$ cat src/mbox_store_regs.vh
// Address map, field positions and reset values of the mailbox store
`ifndef MBOX_STORE_REGS_VH
`define MBOX_STORE_REGS_VH

// ==========================================================
// Bus address map
`define ADDR_W 12
`define MBOX_REGION 2'b00
`define REGION_HI 11
`define REGION_LO 10
`define MBOX_HI 9
`define MBOX_LO 6
`define SEL_BIT 5
`define BYTE_HI 4
`define BYTE_LO 2
`define DIR_CFG_ADDR 12'h400

// ==========================================================
// Control byte indices (byte k lives at index k-1)
`define LEN_BYTE 3'h0
`define SPARE2_BYTE 3'h1
`define SPARE3_BYTE 3'h2
`define SPARE4_BYTE 3'h3
`define FLAGS_BYTE 3'h4
`define ID_TOP_BYTE 3'h5
`define ID_LOW_BYTE 3'h6
`define ID_LMID_BYTE 3'h7

// ==========================================================
// Field positions inside the 64-bit control word
`define DLC_HI 3
`define DLC_LO 0
`define RTR_BIT 36
`define IDE_BIT 35
`define ID20_18_HI 39
`define ID20_18_LO 37
`define ID17_16_HI 33
`define ID17_16_LO 32
`define ID28_21_HI 47
`define ID28_21_LO 40
`define ID7_0_HI 55
`define ID7_0_LO 48
`define ID15_8_HI 63
`define ID15_8_LO 56

// ==========================================================
// Length codes, reset values, responses
`define DLC_MAX 4'h8
`define DIR_RESET 16'h0001
`define RESP_OKAY 2'b00
`define RESP_SLVERR 2'b10
`define RX_ONLY_MBOX 4'h0

`endif

$ cat src/can_mailbox_message_store.v
// Mailbox control and payload store with AXI4-Lite and engine ports
//
// The AXI4-Lite interface to the registers and the register addresses were decided locally.
`timescale 1ns/1ns
// ==========================================================
// Overview of operation
// - Sixteen mailboxes each hold eight byte-wide control locations.
// - Control storage is RAM with no reset; software fills it first.
// - Control byte 1 bits 3:0 give the length, codes above 8 mean 8.
// - Control byte 5 bit 4 marks a remote frame when set.
// - Control byte 5 bit 3 marks the extended 29-bit identifier format.
// - Control byte 5 holds identifier bits 20:18 in 7:5 and 17:16 in 1:0.
// - Control byte 6 holds identifier bits 28:21.
// - Control byte 7 holds identifier bits 7:0, extended frames only.
// - Control byte 8 holds identifier bits 15:8, extended frames only.
// - Each mailbox also holds eight byte-wide payload locations.
// - Payload storage is RAM with no reset; software fills it first.
// - Mailbox 0 only receives and 1 to 15 start as transmit.
`include "mbox_store_regs.vh"

module can_mailbox_message_store (
  input wire aclk,
  input wire aresetn,
  input wire [11:0] s_axi_awaddr,
  input wire s_axi_awvalid,
  output reg s_axi_awready,
  input wire [31:0] s_axi_wdata,
  input wire [3:0] s_axi_wstrb,
  input wire s_axi_wvalid,
  output reg s_axi_wready,
  output reg [1:0] s_axi_bresp,
  output reg s_axi_bvalid,
  input wire s_axi_bready,
  input wire [11:0] s_axi_araddr,
  input wire s_axi_arvalid,
  output reg s_axi_arready,
  output reg [31:0] s_axi_rdata,
  output reg [1:0] s_axi_rresp,
  output reg s_axi_rvalid,
  input wire s_axi_rready,
  input wire eng_rd,
  input wire eng_wr,
  input wire [3:0] eng_mbox,
  input wire [28:0] eng_wid,
  input wire eng_wide,
  input wire eng_wrtr,
  input wire [3:0] eng_wdlc,
  input wire [63:0] eng_wdata,
  output reg eng_rvalid,
  output reg [28:0] eng_id,
  output reg eng_ide,
  output reg eng_rtr,
  output reg [3:0] eng_len,
  output reg [63:0] eng_data,
  output reg eng_is_rx,
  output reg eng_wack,
  output reg eng_wfail
);

  // ========================================================
  // Storage
  // Deliberately no reset on ctl_mem and dat_mem: contents are undefined until written
  reg [63:0] ctl_mem [0:15];
  reg [63:0] dat_mem [0:15];
  reg [15:0] dir_q;

  // ========================================================
  // Write channel
  reg [11:0] aw_addr_q;
  reg aw_have_q;
  reg [31:0] w_data_q;
  reg [3:0] w_strb_q;
  reg w_have_q;
  wire bus_we;
  wire w_in_mbox;
  wire w_is_dir;
  wire [3:0] w_mb;
  wire [2:0] w_bi;

  assign bus_we = aw_have_q & w_have_q & ~s_axi_bvalid;
  assign w_in_mbox =
    (aw_addr_q[`REGION_HI:`REGION_LO] == `MBOX_REGION);
  assign w_is_dir =
    ({aw_addr_q[`REGION_HI:`BYTE_LO], 2'b00} == `DIR_CFG_ADDR);
  assign w_mb = aw_addr_q[`MBOX_HI:`MBOX_LO];
  assign w_bi = aw_addr_q[`BYTE_HI:`BYTE_LO];

  always @(posedge aclk) begin
    if (!aresetn) begin
      s_axi_awready <= 1'b1;
      s_axi_wready <= 1'b1;
      s_axi_bvalid <= 1'b0;
      s_axi_bresp <= `RESP_OKAY;
      aw_have_q <= 1'b0;
      w_have_q <= 1'b0;
      aw_addr_q <= 12'h000;
      w_data_q <= 32'h00000000;
      w_strb_q <= 4'h0;
    end else begin
      if (s_axi_awvalid && s_axi_awready) begin
        aw_addr_q <= s_axi_awaddr;
        aw_have_q <= 1'b1;
        s_axi_awready <= 1'b0;
      end
      if (s_axi_wvalid && s_axi_wready) begin
        w_data_q <= s_axi_wdata;
        w_strb_q <= s_axi_wstrb;
        w_have_q <= 1'b1;
        s_axi_wready <= 1'b0;
      end
      if (bus_we) begin
        aw_have_q <= 1'b0;
        w_have_q <= 1'b0;
        s_axi_bvalid <= 1'b1;
        s_axi_bresp <= (w_in_mbox | w_is_dir) ? `RESP_OKAY
                                               : `RESP_SLVERR;
      end
      if (s_axi_bvalid && s_axi_bready) begin
        s_axi_bvalid <= 1'b0;
        s_axi_awready <= 1'b1;
        s_axi_wready <= 1'b1;
      end
    end
  end

  // ========================================================
  // Direction configuration
  // Only the hard reset loads it with 16'h0001; no soft reset path reaches here
  always @(posedge aclk) begin
    if (!aresetn) begin
      dir_q <= `DIR_RESET;
    end else if (bus_we && w_is_dir) begin
      if (w_strb_q[0])
        dir_q[7:1] <= w_data_q[7:1];
      if (w_strb_q[1])
        dir_q[15:8] <= w_data_q[15:8];
      dir_q[`RX_ONLY_MBOX] <= 1'b1;
    end
  end

  // ========================================================
  // Engine side
  wire eng_we_ok;
  wire [63:0] ctl_sel;
  wire [63:0] dat_sel;
  wire [3:0] dlc_sel;
  wire [63:0] data_bus_order;

  assign eng_we_ok = eng_wr & dir_q[eng_mbox];
  assign ctl_sel = ctl_mem[eng_mbox];
  assign dat_sel = dat_mem[eng_mbox];
  assign dlc_sel = ctl_sel[`DLC_HI:`DLC_LO];

  // Byte 1 leaves first, so it sits at the top of the engine word
  genvar g;
  generate
    for (g = 0; g < 8; g = g + 1) begin : g_order
      assign data_bus_order[63 - 8 * g -: 8] =
        dat_sel[8 * g +: 8];
    end
  endgenerate

  // ========================================================
  // Memory writes
  // Engine writes come last so they win a same-cycle collision
  always @(posedge aclk) begin
    if (bus_we && w_in_mbox && w_strb_q[0]) begin
      if (aw_addr_q[`SEL_BIT])
        dat_mem[w_mb][8 * w_bi +: 8] <= w_data_q[7:0];
      else
        ctl_mem[w_mb][8 * w_bi +: 8] <= w_data_q[7:0];
    end
    if (eng_we_ok) begin
      ctl_mem[eng_mbox][`DLC_HI:`DLC_LO] <= eng_wdlc;
      ctl_mem[eng_mbox][`RTR_BIT] <= eng_wrtr;
      ctl_mem[eng_mbox][`IDE_BIT] <= eng_wide;
      ctl_mem[eng_mbox][`ID20_18_HI:`ID20_18_LO] <=
        eng_wid[20:18];
      ctl_mem[eng_mbox][`ID28_21_HI:`ID28_21_LO] <=
        eng_wid[28:21];
      if (eng_wide) begin
        ctl_mem[eng_mbox][`ID17_16_HI:`ID17_16_LO] <=
          eng_wid[17:16];
        ctl_mem[eng_mbox][`ID7_0_HI:`ID7_0_LO] <=
          eng_wid[7:0];
        ctl_mem[eng_mbox][`ID15_8_HI:`ID15_8_LO] <=
          eng_wid[15:8];
      end
      dat_mem[eng_mbox] <= {eng_wdata[7:0], eng_wdata[15:8],
        eng_wdata[23:16], eng_wdata[31:24], eng_wdata[39:32],
        eng_wdata[47:40], eng_wdata[55:48], eng_wdata[63:56]};
    end
  end

  // ========================================================
  // Engine answers
  always @(posedge aclk) begin
    if (!aresetn) begin
      eng_rvalid <= 1'b0;
      eng_id <= 29'h0000000;
      eng_ide <= 1'b0;
      eng_rtr <= 1'b0;
      eng_len <= 4'h0;
      eng_data <= 64'h0000000000000000;
      eng_is_rx <= 1'b0;
      eng_wack <= 1'b0;
      eng_wfail <= 1'b0;
    end else begin
      eng_rvalid <= eng_rd;
      eng_wack <= eng_wr;
      eng_wfail <= eng_wr & ~eng_we_ok;
      if (eng_rd) begin
        eng_is_rx <= dir_q[eng_mbox];
        eng_rtr <= ctl_sel[`RTR_BIT];
        eng_ide <= ctl_sel[`IDE_BIT];
        eng_len <= dlc_sel[3] ? `DLC_MAX : dlc_sel;
        eng_data <= data_bus_order;
        eng_id[28:21] <= ctl_sel[`ID28_21_HI:`ID28_21_LO];
        eng_id[20:18] <= ctl_sel[`ID20_18_HI:`ID20_18_LO];
        if (ctl_sel[`IDE_BIT]) begin
          eng_id[17:16] <= ctl_sel[`ID17_16_HI:`ID17_16_LO];
          eng_id[15:8] <= ctl_sel[`ID15_8_HI:`ID15_8_LO];
          eng_id[7:0] <= ctl_sel[`ID7_0_HI:`ID7_0_LO];
        end else begin
          eng_id[17:0] <= 18'h0;
        end
      end
    end
  end

  // ========================================================
  // Read channel
  wire r_in_mbox;
  wire r_is_dir;
  wire [3:0] r_mb;
  wire [2:0] r_bi;
  wire [63:0] r_ctl;
  wire [63:0] r_dat;
  wire [7:0] r_byte;

  assign r_in_mbox =
    (s_axi_araddr[`REGION_HI:`REGION_LO] == `MBOX_REGION);
  assign r_is_dir =
    ({s_axi_araddr[`REGION_HI:`BYTE_LO], 2'b00} == `DIR_CFG_ADDR);
  assign r_mb = s_axi_araddr[`MBOX_HI:`MBOX_LO];
  assign r_bi = s_axi_araddr[`BYTE_HI:`BYTE_LO];
  assign r_ctl = ctl_mem[r_mb];
  assign r_dat = dat_mem[r_mb];
  assign r_byte = s_axi_araddr[`SEL_BIT] ? r_dat[8 * r_bi +: 8]
                                         : r_ctl[8 * r_bi +: 8];

  always @(posedge aclk) begin
    if (!aresetn) begin
      s_axi_arready <= 1'b1;
      s_axi_rvalid <= 1'b0;
      s_axi_rdata <= 32'h00000000;
      s_axi_rresp <= `RESP_OKAY;
    end else begin
      if (s_axi_arvalid && s_axi_arready) begin
        s_axi_arready <= 1'b0;
        s_axi_rvalid <= 1'b1;
        s_axi_rresp <= `RESP_OKAY;
        if (r_in_mbox)
          s_axi_rdata <= {24'h000000, r_byte};
        else if (r_is_dir)
          s_axi_rdata <= {16'h0000, dir_q};
        else begin
          s_axi_rdata <= 32'h00000000;
          s_axi_rresp <= `RESP_SLVERR;
        end
      end
      if (s_axi_rvalid && s_axi_rready) begin
        s_axi_rvalid <= 1'b0;
        s_axi_arready <= 1'b1;
      end
    end
  end

endmodule

$ cat config.mk
export PLATFORM = sky130hd
export DESIGN_NAME = can_mailbox_message_store
export DESIGN_NICKNAME = d
export VERILOG_FILES = /design/src/can_mailbox_message_store.v
export VERILOG_INCLUDE_DIRS = /design/src /design/src/src
export SDC_FILE = /design/constraint.sdc
export NUM_CORES = 2
export LEC_CHECK = 0
export BUFFER_PORTS_ARGS = -buffer_cell sky130_fd_sc_hd__buf_2
export CAP_MARGIN = 20
export CORE_ASPECT_RATIO = 0.9
export CORE_MARGIN = 3
export CORE_UTILIZATION = 30
export CTS_CLUSTER_DIAMETER = 60
export DETAILED_ROUTE_END_ITERATION = 12
export GPL_TIMING_DRIVEN = 1
export HOLD_SLACK_MARGIN = 0.08
export PLACE_DENSITY_LB_ADDON = 0.08
export SETUP_SLACK_MARGIN = 0.3
export SLEW_MARGIN = 0
export SYNTH_ARGS = -nofsm -noshare
export SYNTH_HDL_FRONTEND = slang
export SYNTH_SLANG_ARGS = --single-unit
$ cat constraint.sdc
create_clock -name aclk -period 2.9 [get_ports aclk]
set_clock_uncertainty 0.1 [all_clocks]
set_input_delay 0.29 -clock aclk [delete_from_list [all_inputs] [get_ports aclk]]
set_output_delay 0.29 -clock aclk [all_outputs]
set_load 0.02 [all_outputs]
==> impl_metrics.py <==
metrics = {
    "cts": {
        "cts_max_level": 5,
        "clock_sink_count": 2219,
        "cts-root-to-sink-buffers": 4,
        "insertion_delay_ns": 0.94,
        "cts_inserted_buffers": 293,
        "cts.root.buffer_cell": "sky130_fd_sc_hd__clkbuf_16",
        "clkSlewWorstSetupHoldPaths_ns": 0.06,
        "tritoncts": "done",
    },
    "grt": {
        "first_global_vias": 84960,
        "first_pass_grt_wire_length_um": 767800,
        "grt_util_all_layers_pct": 28.25,
        "grt.overflow.total": 0,
        "grt_start_max_net_pins": 100,
        "antenna_found_initial": 84,
    },
    "timing": {
        "fmaxAchievable_mhz": 318.1,
        "hold-worst-slack_ns": 0.1570,
        "max_slew_headroom_pct": 28.15,
        "tightest_slew_ns": 1.048,
        "final_min_period_over_clock_period_pct": 108.4,
        "report.final.hold_viol_count": 0,
        "totalNegativeSetupSlack_ns": -188.95,
        "setup_viol_count_final": 2072,
        "rsz_0062_raised_after_global_routing": "true",
        "postLayoutSetupSlackWorst_ns": -0.2434,
        "drv_slew": 0,
        "finalCriticalPeriod_ns": 3.143,
    },
    "setup_path": {
        "reg2reg_setup_slack_ns": -0.24,
        "timing.critical_path.max_delay_family": "multiplexers",
        "crit_slowest_cell": "sky130_fd_sc_hd__mux4_2",
        "crit_type": "register to register",
        "worst_setup_path_start_kind": "register",
        "arrival_ns": 3.60,
        "endpoint_kind": "register",
        "critical_path_peak_fanout": 8,
        "critPathRequiredTime_ns": 3.36,
        "worstPathCellList": "mux4_2 -> inv_2 -> mux4_2 -> buf_6 -> nor4b_4 -> buf_6 -> buf_12 -> clkbuf_16 -> nand2_2 -> buf_12 -> o21ai_4",
        "cp_num_buf_inv": 6,
        "timing.critical_path.slowest_cell_delay_ns": 0.59,
    },
    "drt": {
        "dr.pass1.iters": 6,
        "aggregate_routed_wire_length_um": 584100,
        "detailroute.via_count": 89685,
        "detail_route.iter0.violations": 12267,
        "average_via_count_per_standard_cell": 5.742,
        "wl_per_cell_um": 37.40,
        "final_antenna_net_count": 0,
        "post-route-drc-count": 0,
    },
    "layout": {
        "seq_area_um2": 64930,
        "drive_gt1_share_pct": 31.53,
        "final_nets": 10398,
        "fillCellCount": 36415,
        "area_growth_pct": 28.17,
        "multi_input_comb_area_um2": 47610,
    },
    "place": {
        "placed_wire_length_estimate_um": 405000,
        "io_buffers": 275,
        "detailedPlace.worstSlack_ns": -1.306,
        "place_congestion": 0.9275,
    },
    "pwr": {
        "power-per-cell-area_nw_per_um2": 524.5,
        "vdd.ir_drop.worst_uv": 383.7,
        "p_leak_nw": 45.40,
        "total_power_mw": 78.29,
    },
    "floorplan": {
        "chipHeight_um": 597.1,
        "boundaryPins": 316,
        "die_w_um": 662.7,
        "initial_core_util_pct": 30.19,
        "core_region_area_um2": 385700,
        "core.rowCount": 216,
        "die-area_um2": 395700,
    },
    "yosys": {
        "yosys_warnings": 0,
        "ys_types": 76,
        "synth_edf_count": 2048,
        "synth_ff_type": "sky130_fd_sc_hd__edfxtp_1",
        "synth_async_sr_flop_share_pct": 0,
        "synth_seq_area_share_pct": 55.75,
        "netlist_area_um2": 116400,
        "syn_inst": 9186,
        "synth_area_per_cell_um2": 12.68,
        "ys_seq_elements": 2219,
    },
    "status": {
        "violations": "setup timing",
        "status": "complete, but fails checks",
    },
    "worst_hold_path": {
        "worstHoldPathType": "primary input to register",
    },
    "job": {
        "cap_viol_max_count": 0,
    },
}
## worst reg2reg max path, stage by stage (launching register included)
cell and delay, ns:
sky130_fd_sc_hd__dfxtp_2 0.33, sky130_fd_sc_hd__mux4_2 0.29, sky130_fd_sc_hd__inv_2 0.03, sky130_fd_sc_hd__mux4_2 0.59, sky130_fd_sc_hd__buf_6 0.18, sky130_fd_sc_hd__nor4b_4 0.21
sky130_fd_sc_hd__buf_6 0.16, sky130_fd_sc_hd__buf_12 0.11, sky130_fd_sc_hd__clkbuf_16 0.16, sky130_fd_sc_hd__nand2_2 0.10, sky130_fd_sc_hd__buf_12 0.20, sky130_fd_sc_hd__o21ai_4 0.29
## cell type report
| type | count | area share (%) |
|---|---|---|
| Inverter | 46 | 0.1199 |
| Sequential cell | 2219 | 43.51 |
| Clock inverter | 169 | 1.098 |
| Multi-Input combinational cell | 5820 | 31.90 |
| Timing Repair Buffer | 1844 | 13.70 |
| Clock buffer | 369 | 5.341 |
| Tap cell | 5123 | 4.295 |
| Antenna cell | 28 | 0.04695 |
## cell usage after synthesis, types with 8 or more instances
master / instances / area share (%)
sky130_fd_sc_hd__a211oi_1: 9 / 0.058
sky130_fd_sc_hd__a21boi_0: 54 / 0.35
sky130_fd_sc_hd__a21oi_1: 54 / 0.23
sky130_fd_sc_hd__a221oi_1: 18 / 0.14
sky130_fd_sc_hd__a22o_1: 9 / 0.068
sky130_fd_sc_hd__a22oi_1: 83 / 0.54
sky130_fd_sc_hd__a31oi_1: 18 / 0.097
sky130_fd_sc_hd__and2_1: 23 / 0.12
sky130_fd_sc_hd__and3_1: 13 / 0.070
sky130_fd_sc_hd__buf_1: 84 / 0.27
sky130_fd_sc_hd__buf_2: 163 / 0.70
sky130_fd_sc_hd__buf_4: 67 / 0.43
sky130_fd_sc_hd__buf_6: 70 / 0.68
sky130_fd_sc_hd__clkbuf_1: 722 / 2.3
sky130_fd_sc_hd__clkbuf_2: 11 / 0.047
sky130_fd_sc_hd__dfxtp_1: 171 / 2.9
sky130_fd_sc_hd__edfxtp_1: 2048 / 53
sky130_fd_sc_hd__inv_1: 43 / 0.14
sky130_fd_sc_hd__mux2_2: 9 / 0.087
sky130_fd_sc_hd__mux2i_1: 251 / 2.2
sky130_fd_sc_hd__mux4_2: 964 / 19
sky130_fd_sc_hd__nand2_1: 1819 / 5.9
sky130_fd_sc_hd__nand2b_1: 35 / 0.19
sky130_fd_sc_hd__nand3_1: 122 / 0.52
sky130_fd_sc_hd__nand4_1: 14 / 0.075
sky130_fd_sc_hd__nor2_1: 141 / 0.45
sky130_fd_sc_hd__nor2_4: 8 / 0.077
sky130_fd_sc_hd__nor2b_1: 115 / 0.62
sky130_fd_sc_hd__nor3_1: 26 / 0.11
sky130_fd_sc_hd__nor4_1: 11 / 0.059
sky130_fd_sc_hd__o21ai_0: 1743 / 7.5
sky130_fd_sc_hd__o21ai_1: 93 / 0.40
sky130_fd_sc_hd__o221ai_1: 20 / 0.15
sky130_fd_sc_hd__o22ai_1: 47 / 0.25
sky130_fd_sc_hd__or3_1: 10 / 0.054
## cells by family after synthesis
group / after synthesis / synth area share (%)
and+or+nand+nor: 2369 / 8.517
adders and majority gates: 2 / 0.02149
AOI/OAI and AO/OA: 2207 / 10.20
muxes: 1224 / 20.89
DFF: 2219 / 55.75
buffers and inverters: 1164 / 4.616
other: 1 / 0.003220
## cells in the final DEF, fill, tap and decap left out, types with 16 or more instances in the layout
master and n:
sky130_fd_sc_hd__buf_12 471, sky130_fd_sc_hd__clkinv_2 44, sky130_fd_sc_hd__buf_4 828, sky130_fd_sc_hd__nor3_1 24, sky130_fd_sc_hd__a21boi_0 53, sky130_fd_sc_hd__nand2b_1 35, sky130_fd_sc_hd__mux2i_1 248, sky130_fd_sc_hd__inv_1 41
sky130_fd_sc_hd__dlygate4sd3_1 205, sky130_fd_sc_hd__nand3_1 109, sky130_fd_sc_hd__a21oi_1 53, sky130_fd_sc_hd__edfxtp_1 2048, sky130_fd_sc_hd__nand2_1 1786, sky130_fd_sc_hd__nand2_2 23, sky130_fd_sc_hd__nor2_1 129, sky130_fd_sc_hd__a22oi_1 81
sky130_fd_sc_hd__o21ai_0 1469, sky130_fd_sc_hd__bufinv_16 16, sky130_fd_sc_hd__buf_8 18, sky130_fd_sc_hd__o22ai_1 46, sky130_fd_sc_hd__mux4_2 964, sky130_fd_sc_hd__o21ai_2 50, sky130_fd_sc_hd__and2_1 16, sky130_fd_sc_hd__clkbuf_1 53
sky130_fd_sc_hd__nor2b_1 107, sky130_fd_sc_hd__inv_6 18, sky130_fd_sc_hd__a31oi_1 18, sky130_fd_sc_hd__o21ai_1 264, sky130_fd_sc_hd__o221ai_1 19, sky130_fd_sc_hd__clkinv_1 46, sky130_fd_sc_hd__clkinvlp_4 19, sky130_fd_sc_hd__dfxtp_1 163
sky130_fd_sc_hd__buf_6 22, sky130_fd_sc_hd__o21ai_4 53, sky130_fd_sc_hd__clkbuf_16 329, sky130_fd_sc_hd__buf_2 265, sky130_fd_sc_hd__diode_2 28, sky130_fd_sc_hd__conb_1 18
## power by group
group	internal (mW)	switching (mW)
registers	34.7	0.160
clock network	21.2	15.7
logic	2.39	4.17
total	58.3	20.0
## final timing paths
| check | start | end | cells past startpoint |
|---|---|---|---|
| worst min-delay path | s_axi_awaddr[4] | aw_addr_q[4]$_SDFFE_PN0P_ | 4 |
| worst min register to register | s_axi_rdata[10]$_SDFFE_PN0P_ | s_axi_rdata[10]$_SDFFE_PN0P_ | 2 |
| worst max register to register | dir_q[8]$_SDFFE_PN0P_ | dat_mem[9][26]$_DFFE_PP_ | 11 |
| worst max-delay path | dir_q[8]$_SDFFE_PN0P_ | dat_mem[9][26]$_DFFE_PP_ | 11 |
## routing by layer
metal | up-vias | GRT usage [%] | share of wire (%)
li1 | 37060 | - | -
met3 | 950 | 5.145 | 9.0
met2 | 4935 | 43.69 | 44
met5 | - | 0 | 0.032
met4 | 28 | 10.53 | 4.7
met1 | 46712 | 39.57 | 42
## repair_timing
| item | CTS | global route |
|---|---|---|
| hold endpoints to repair | 1746 | 0 |
| pin swaps | 15 | 26 |
| gates cloned | 0 | 32 |
| setup buffers | 4 | 38 |
| gates resized for setup | 100 | 217 |
| endpoints found under the setup margin | 3786 | 3848 |
| hold buffers | 205 | 0 |
## stage by stage
| step | cell area [µm²] | cells | util (%) |
|---|---|---|---|
| 6_report | 149200 | 15618 | 38.70 |
| 5_1_grt | 149200 | 15603 | 38.69 |
| 4_1_cts | 147300 | 15519 | 38.21 |
| 3_5_place_dp | 135400 | 14772 | 35.10 |
| 3_3_place_gp | 135300 | 14770 | 35.09 |
| 2_1_floorplan | 117300 | 9203 | - |
## state kept, by name, indices dropped and copies added (netlist names), 2 cells and up
name         count
eng_data        64
s_axi_rdata     16
ctl_mem       1024
aw_addr_q       10
w_strb_q         2
eng_len          4
dir_q           15
w_data_q        16
dat_mem       1024
eng_id          29
Note: power is estimated with default switching activity, not from simulation.
